File: config.mk
export PLATFORM = sky130hd
export DESIGN_NAME = iofw_watchdog
export DESIGN_NICKNAME = d
export VERILOG_FILES = /design/src/iofw_pkg.sv /design/src/iofw_watchdog.sv /design/src/iofw_pin_mux.sv
export VERILOG_INCLUDE_DIRS = /design/src
export SDC_FILE = /design/constraint.sdc
export NUM_CORES = 1
export LEC_CHECK = 0
export BUFFER_PORTS_ARGS = -buffer_cell sky130_fd_sc_hd__buf_4
export CAP_MARGIN = 20
export CORE_AREA = 2 2 253 255
export CTS_CLUSTER_SIZE = 16
export DETAILED_ROUTE_END_ITERATION = 8
export DIE_AREA = 0 0 255 257
export SYNTH_ARGS = -nofsm -noshare
export SYNTH_HDL_FRONTEND = slang
export SYNTH_SLANG_ARGS = --single-unit
File: constraint.sdc
create_clock -name sys_clk_in -period 8.2 [get_ports sys_clk_in]
set_input_delay 1.64 -clock sys_clk_in [delete_from_list [all_inputs] [get_ports sys_clk_in]]
set_output_delay 1.64 -clock sys_clk_in [all_outputs]
set_load 0.02 [all_outputs]
File: src/iofw_consts.svh
// constants for the io failsafe watchdog
`ifndef IOFW_CONSTS_SVH
`define IOFW_CONSTS_SVH
`define IOFW_CLK_PERIOD_NS      32'd8
`define IOFW_TIMEOUT_INIT_NS    32'd1000000000
`define IOFW_PIN_COUNT          72
`define IOFW_OWNER_GPIO         1'b0
`define IOFW_OWNER_MODULE       1'b1
`endif

File: src/iofw_pkg.sv
// types for the io failsafe watchdog
package iofw_pkg;
   typedef enum logic {
      IOFW_RUN,
      IOFW_TRIPPED
   } iofw_state_type;

   typedef struct packed {
      iofw_state_type state;
      logic [31:0]    trip_timeout_nanoseconds;
      logic [32:0]    elapsed_ns;
   } iofw_regs_type;
endpackage

File: src/iofw_watchdog.sv
// io failsafe watchdog top
// How it works
// host must service the watchdog regularly or it trips.
// on trip every pin detaches and becomes a pulled-high input.
// while tripped, host communication is blocked.
// trip changes pin configuration only; module logic keeps running.
// clearing the trip restores communication and load-time pin ownership.
// trip flag is readable; host clears it to restart.
// timeout is a 32-bit nanosecond value, one second at init.
// trip when time since last service exceeds the timeout.
// each service while running restarts the timer for a full timeout.
// host should service from its periodic servo loop.
// pins owned by no active module act as general purpose pins.
// elapsed time advances one clock period per cycle; trip held until host clears it.
`timescale 1ns/1ps
`include "iofw_consts.svh"
module iofw_watchdog #(
   parameter int PINS = `IOFW_PIN_COUNT
) (
   // clock and reset
   input  wire logic                  sys_clk_in,
   input  wire logic                  reset_in,
   // host control
   input  wire logic                  service_in,
   input  wire logic                  timeout_wr_in,
   input  wire logic [31:0]           trip_timeout_nanoseconds_in,
   input  wire logic                  trip_clear_in,
   output logic      [31:0]           trip_timeout_nanoseconds_out,
   output logic                       tripped_out,
   // host communication gate
   input  wire logic                  host_req_in,
   output logic                       host_req_out,
   // pin configuration
   input  wire logic [PINS-1:0]       owner_module_in,
   input  wire logic [PINS-1:0]       module_out_in,
   input  wire logic [PINS-1:0]       module_oe_n_in,
   input  wire logic [PINS-1:0]       gpio_out_in,
   input  wire logic [PINS-1:0]       gpio_oe_n_in,
   output logic      [PINS-1:0]       general_purpose_pin_out,
   output logic      [PINS-1:0]       general_purpose_pin_oe_n_out,
   output logic      [PINS-1:0]       general_purpose_pin_pullup_out
);
   import iofw_pkg::*;

   // one clock period at the width of the elapsed counter
   localparam logic [32:0] STEP_NS = {1'b0, `IOFW_CLK_PERIOD_NS};

   iofw_regs_type r_q;
   iofw_regs_type r_d;

   // one bit wider than the limit, so a full-scale limit still expires
   logic [32:0]     limit_ns;
   logic            overdue;
   logic            tripped;
   logic [PINS-1:0] cfg_out;
   logic [PINS-1:0] cfg_oe_n;

   assign limit_ns = {1'b0, r_q.trip_timeout_nanoseconds};
   assign overdue  = (r_q.elapsed_ns > limit_ns);
   assign tripped  = (r_q.state == IOFW_TRIPPED);

   always_comb begin
      r_d = r_q;
      if (timeout_wr_in) begin
         r_d.trip_timeout_nanoseconds = trip_timeout_nanoseconds_in;
      end
      unique case (r_q.state)
         IOFW_RUN: begin
            if (service_in) begin
               r_d.elapsed_ns = 33'h0;
            end else if (overdue) begin
               r_d.state = IOFW_TRIPPED;
            end else begin
               r_d.elapsed_ns = r_q.elapsed_ns + STEP_NS;
            end
         end
         IOFW_TRIPPED: begin
            // service is ignored; only the host clear leaves
            if (trip_clear_in) begin
               r_d.state      = IOFW_RUN;
               r_d.elapsed_ns = 33'h0;
            end
         end
      endcase
   end

   always_ff @(posedge sys_clk_in or posedge reset_in) begin
      if (reset_in) begin
         r_q.state                    <= IOFW_RUN;
         r_q.trip_timeout_nanoseconds <= `IOFW_TIMEOUT_INIT_NS;
         r_q.elapsed_ns               <= 33'h0;
      end else begin
         r_q <= r_d;
      end
   end

   // host side
   assign tripped_out                  = tripped;
   assign trip_timeout_nanoseconds_out = r_q.trip_timeout_nanoseconds;
   assign host_req_out                 = host_req_in & ~tripped;

   // module instances stay untouched; only the mux sees the trip
   iofw_pin_mux #(
      .PINS (PINS)
   ) u_mux (
      .tripped_in      (tripped),
      .owner_module_in (owner_module_in),
      .module_out_in   (module_out_in),
      .module_oe_n_in  (module_oe_n_in),
      .gpio_out_in     (gpio_out_in),
      .gpio_oe_n_in    (gpio_oe_n_in),
      .pin_out         (general_purpose_pin_out),
      .pin_oe_n_out    (general_purpose_pin_oe_n_out),
      .pin_pullup_out  (general_purpose_pin_pullup_out)
   );

   // load-time pin configuration, for the checks below
   assign cfg_out  = (owner_module_in & module_out_in) | (~owner_module_in & gpio_out_in);
   assign cfg_oe_n = (owner_module_in & module_oe_n_in) | (~owner_module_in & gpio_oe_n_in);
endmodule // iofw_watchdog

File: src/iofw_pin_mux.sv
// per-pin ownership and failsafe mux
`timescale 1ns/1ps
module iofw_pin_mux #(
   parameter int PINS = 72
) (
   // failsafe
   input  wire logic            tripped_in,
   // load-time configuration
   input  wire logic [PINS-1:0] owner_module_in,
   // module instance side
   input  wire logic [PINS-1:0] module_out_in,
   input  wire logic [PINS-1:0] module_oe_n_in,
   // general purpose side
   input  wire logic [PINS-1:0] gpio_out_in,
   input  wire logic [PINS-1:0] gpio_oe_n_in,
   // pins
   output logic      [PINS-1:0] pin_out,
   output logic      [PINS-1:0] pin_oe_n_out,
   output logic      [PINS-1:0] pin_pullup_out
);
   genvar g;
   for (g = 0; g < PINS; g++) begin : g_pin
      always_comb begin
         if (tripped_in) begin
            pin_out[g]        = 1'b1;
            pin_oe_n_out[g]   = 1'b1;
            pin_pullup_out[g] = 1'b1;
         end else if (owner_module_in[g]) begin
            pin_out[g]        = module_out_in[g];
            pin_oe_n_out[g]   = module_oe_n_in[g];
            pin_pullup_out[g] = 1'b0;
         end else begin
            pin_out[g]        = gpio_out_in[g];
            pin_oe_n_out[g]   = gpio_oe_n_in[g];
            pin_pullup_out[g] = 1'b0;
         end
      end
   end
endmodule // iofw_pin_mux

# Word-level counts from Yosys, hierarchy flattened
# Index checks and enable logic that the tools add are counted.
# word_totals
reg_bits	66
latchBits	0
ram_bits	0
rom_bits	0
in_bits	398
out_inout_bits	250
word_cells	307
mem_count	0
# op_classes
add_sub_neg	1
multipliers	0
div_mod_pow	0
magnitude_cmp	1
eq_ne	2
shift	0
n_mux	297
bitwise_logic	2
reduce_logical	1
# op_table
operator	count
$mux 1	292
$mux 33	3
$pmux 33 s2	1
$add 33x4->33 const B	1
$gt 33x32->1	1
$ne 3x3->1 const B	1
$ne 2x2->1 const B	1
$pmux 1 s2	1
$reduce_and 2->1	1
$and 1x1->1	1
$not 1->1	1

# Longest topological paths before layout
# logic_depth
word_depth	4
mapped_depth	11
mapped_depth_nobuf	9

# By module
# A second synthesis with hierarchy kept.
# unflattened
cells_unflattened	803
hier_area_um2	6698.9
# modules_own_cells
mod	n_inst	cells_per_inst	area_per_inst_um2	seq_area_each_um2
iofw_watchdog	1	427	3866.2	1592.8
iofw_pin_mux	1	376	2832.7	0.0

# Least setup slack after synthesis
# No wires, ideal clock.
# synth_timing
path_type	register to output
from	register r_q (netlist bit tripped_out)
to	output general_purpose_pin_oe_n_out[47]
arrival_time_ns	2.673
t_required_ns	6.560
path_slack_ns	3.887
stages_incl_launch_ff	5
path_buffers	3
path_cell_list	dfrtp_1 -> clkbuf_1 -> clkbuf_1 -> buf_1 -> a211o_1
# synth_between
elab_chain_len	1
# synth_lines
item	line_no	text
start, declared	iofw_watchdog.sv:48	iofw_regs_type r_q;
start signal, assigned	iofw_watchdog.sv:93	r_q <= r_d;
$mux 1	iofw_pin_mux.sv:24	if (tripped_in) begin
end, declared	iofw_watchdog.sv:40	output logic [PINS-1:0] general_purpose_pin_oe_n_out,
# Every way passes these cells.

# Final worst setup path
# layout_timing
from	input gpio_oe_n_in[26]
to	output general_purpose_pin_oe_n_out[26]
# layout_between
elab_chain_len	2
# layout_lines
item	line_no	text
start, declared	iofw_watchdog.sv:38	input wire logic [PINS-1:0] gpio_oe_n_in,
$mux 1	iofw_pin_mux.sv:28	end else if (owner_module_in[g]) begin
$mux 1	iofw_pin_mux.sv:24	
# Every way passes these cells.

==> flow_metrics.tcl <==
set metrics [dict create \
    grt_pass1_vias 8123 \
    totalWireLength_um 42780 \
    synth_cell_type_count 45 \
    numClockSinks 63 \
    synthArstFlopShare_pct 100.0 \
    met2_length_um 18770 \
    dpl_worst_slack_ps 3873 \
    worst_skew_pair.late_latency_ps 340 \
    synth-seq-cells 63 \
    dr.pass1.iters 5 \
    nNetsFinal 1765 \
    endpoint_kind "output pin" \
    antenna_found_initial 48 \
    met3WireLength_um 7173 \
    yosysWarnings 0 \
    routed.top_layer "met5" \
    cts_resized 0 \
    die-area_sq_um 65540 \
    final_max_slew_viol_count 0 \
    power.total_uw 1280 \
    path_class "in2out" \
    dpl.hpwl_um 37710 \
    gp_routability_congestion 0.8910 \
    drt_iter0_markers 580 \
    via_per_inst 3.804 \
    start_kind "input port" \
    cts_hold_buffers 0 \
    initial_core_util_pct 10.68 \
    post_cts_buffers 0 \
    r2r_cells 10 \
    htreeDepth 3 \
    place_area_sq_um 11740 \
    hold_start "trip_timeout_nanoseconds_out[29]$_DFFE_PP1P_" \
    hold_viol 0 \
    syn_area_sq_um 6699 \
    status "finished clean" \
    rsz0062_at_grt "false" \
    fill_cells 7100 \
    die_w_um 255 \
    worst_pin_slew_ps 955.6 \
    finalClockSkew_ps 14.14 \
    synth_seq_area_share_pct 23.78 \
    power_density_nw_per_um2 106.3 \
    drive_gt1_share_pct 52.61 \
    cts-root-buf "clkbuf_16" \
    portBuffers 647 \
    clk_pin_slew_ps 60 \
    max_slew_margin_pct 36.29 \
    post-route-min-period_ps 4057 \
    coreArea_sq_um 62740 \
    rows 92 \
    cts_buffer_depth 2 \
    hold_path.class "reg2reg" \
    period_share_pct 49.47 \
    die_y_um 257 \
    final.setup.tns_ps 0 \
    vias 8331 \
    antenna_left 0 \
    irDropWorstVdd_v 0.00008451 \
    critPathArrivalTime_ps 2420 \
    grt_max_degree 179 \
    r2r-start "tripped_out$_DFF_PP0_" \
    grt_overflow 0 \
    stdcell_area_sq_um 12040 \
    hold_path_depth 2 \
    fmax_mhz 246.5 \
    areaGrowthSynthToFinish_pct 79.70 \
    synthFlopType "dfrtp_1" \
    hold_ws_ps 519.3 \
    syn_nets 1241 \
    max-cap-violations 0 \
    power_leakage_uw 0.006277 \
    drc 0 \
    syn_area_per_cell_sq_um 8.240 \
    io_pins 648 \
    worstPathRequired_ps 6560 \
    setup_viol_count_final 0 \
    crit_fanout 1 \
    syn_inst 813 \
    synth_edf_count 0 \
    cts_buffers 9 \
    grt_usage_pct 12.24 \
    setup_ws_ps 4143 \
    cts_tree "built" \
    wl_per_cell_um 19.53 \
    wl_met1_um 15050 \
    grt_pass1_wl_um 57280 \
    crit_start "gpio_oe_n_in[26]" \
]
report_power, final:
part,switching [uW],internal [uW]
Clock,155,236
Sequential,10.4,331
Combinational,264,284
Total,430,850
final timing paths:
| check | end | slack (ps) |
|---|---|---|
| setup / recovery | general_purpose_pin_oe_n_out[26] | 4140 |
| hold / removal | trip_timeout_nanoseconds_out[29]$_DFFE_PP1P_ | 520 |
| setup reg to reg | r_q[31]$_DFFE_PP0P_ | 4480 |
| hold reg to reg | trip_timeout_nanoseconds_out[29]$_DFFE_PP1P_ | 520 |
| max in group asynchronous | tripped_out$_DFF_PP0_ | 6020 |
| min in group asynchronous | trip_timeout_nanoseconds_out[6]$_DFFE_PP0P_ | 1550 |
cell families after synthesis:
group	Yosys count	synth area share, %
simple gates	275	23.05
flops	63	23.78
mux	3	0.5043
buf+inv	174	15.95
compound gates	268	31.12
fa+ha+maj	30	5.603
through the flow:
stage | utilization, % | cells
final | 19.19 | 2190
after global routing | 19.19 | 2190
after CTS | 19.18 | 2188
after detailed placement | 18.71 | 2172
after global placement | 18.71 | 2172
after floorplan | - | 813
Yosys cell counts, types with 2 or more instances:
cell type / number / share of area, %
buf_1: 5 / 0.28
nor2_1: 22 / 1.2
buf_2: 2 / 0.15
nor2b_1: 148 / 14
o31ai_4: 2 / 0.64
or2_1: 2 / 0.19
nor3_2: 2 / 0.30
and2_1: 2 / 0.19
nor3_1: 3 / 0.22
a21oi_1: 15 / 1.1
inv_1: 34 / 1.9
buf_6: 3 / 0.50
nor4_1: 3 / 0.28
o31ai_2: 12 / 2.2
a211o_1: 145 / 19
o41ai_1: 6 / 0.78
mux2_2: 3 / 0.50
dfrtp_1: 50 / 19
nand2b_1: 6 / 0.56
nand3_1: 15 / 1.1
nand2_1: 52 / 2.9
o21ai_1: 9 / 0.67
o31ai_1: 4 / 0.45
and4_1: 3 / 0.39
nand4_1: 8 / 0.75
ha_1: 30 / 5.6
o21ai_0: 58 / 4.3
dfstp_2: 13 / 5.1
a31oi_1: 9 / 0.84
and3_1: 4 / 0.37
buf_4: 104 / 12
clkbuf_1: 26 / 1.5
flip-flops by register name, indices dropped and copies added (netlist names):
signal	count
r_q	30
trip_timeout_nanoseconds_out	32
tripped_out	1
per-layer routing:
metal | global-route usage [%] | vias up
met1 | 12.93 | 3740
met2 | 19.39 | 490
met3 | 8.719 | 143
met5 | 0 | -
li1 | - | 3890
met4 | 3.330 | 68
cells in the final DEF (no fill, tap or decap), types with 12 or more instances in the layout:
cell and instances:
nand2_1 52, a211o_1 145, nor2_1 22, dfstp_2 13
dfrtp_1 49, buf_4 652, nand3_1 15, o31ai_2 12
ha_1 30, nor2b_1 148, o21ai_0 58, inv_1 33
a21oi_1 15
worst max-delay path, cell delays in order:
cell     delay (ps)
buf_4           100
nor2b_1         120
a211o_1         350
buf_4           200
final cells by class:
| class | instances | area, sq um | share of cell area, % |
|---|---|---|---|
| Tap cell | 846 | 1059 | 8.793 |
| Timing Repair Buffer | 653 | 4915 | 40.83 |
| Clock buffer | 9 | 225.2 | 1.871 |
| Inverter | 34 | 127.6 | 1.060 |
| Clock inverter | 7 | 72.57 | 0.6028 |
| Multi-Input combinational cell | 576 | 4038 | 33.54 |
| Sequential cell | 63 | 1597 | 13.26 |
| Antenna cell | 2 | 5.005 | 0.04158 |
Power figures use the tool's default switching activity.
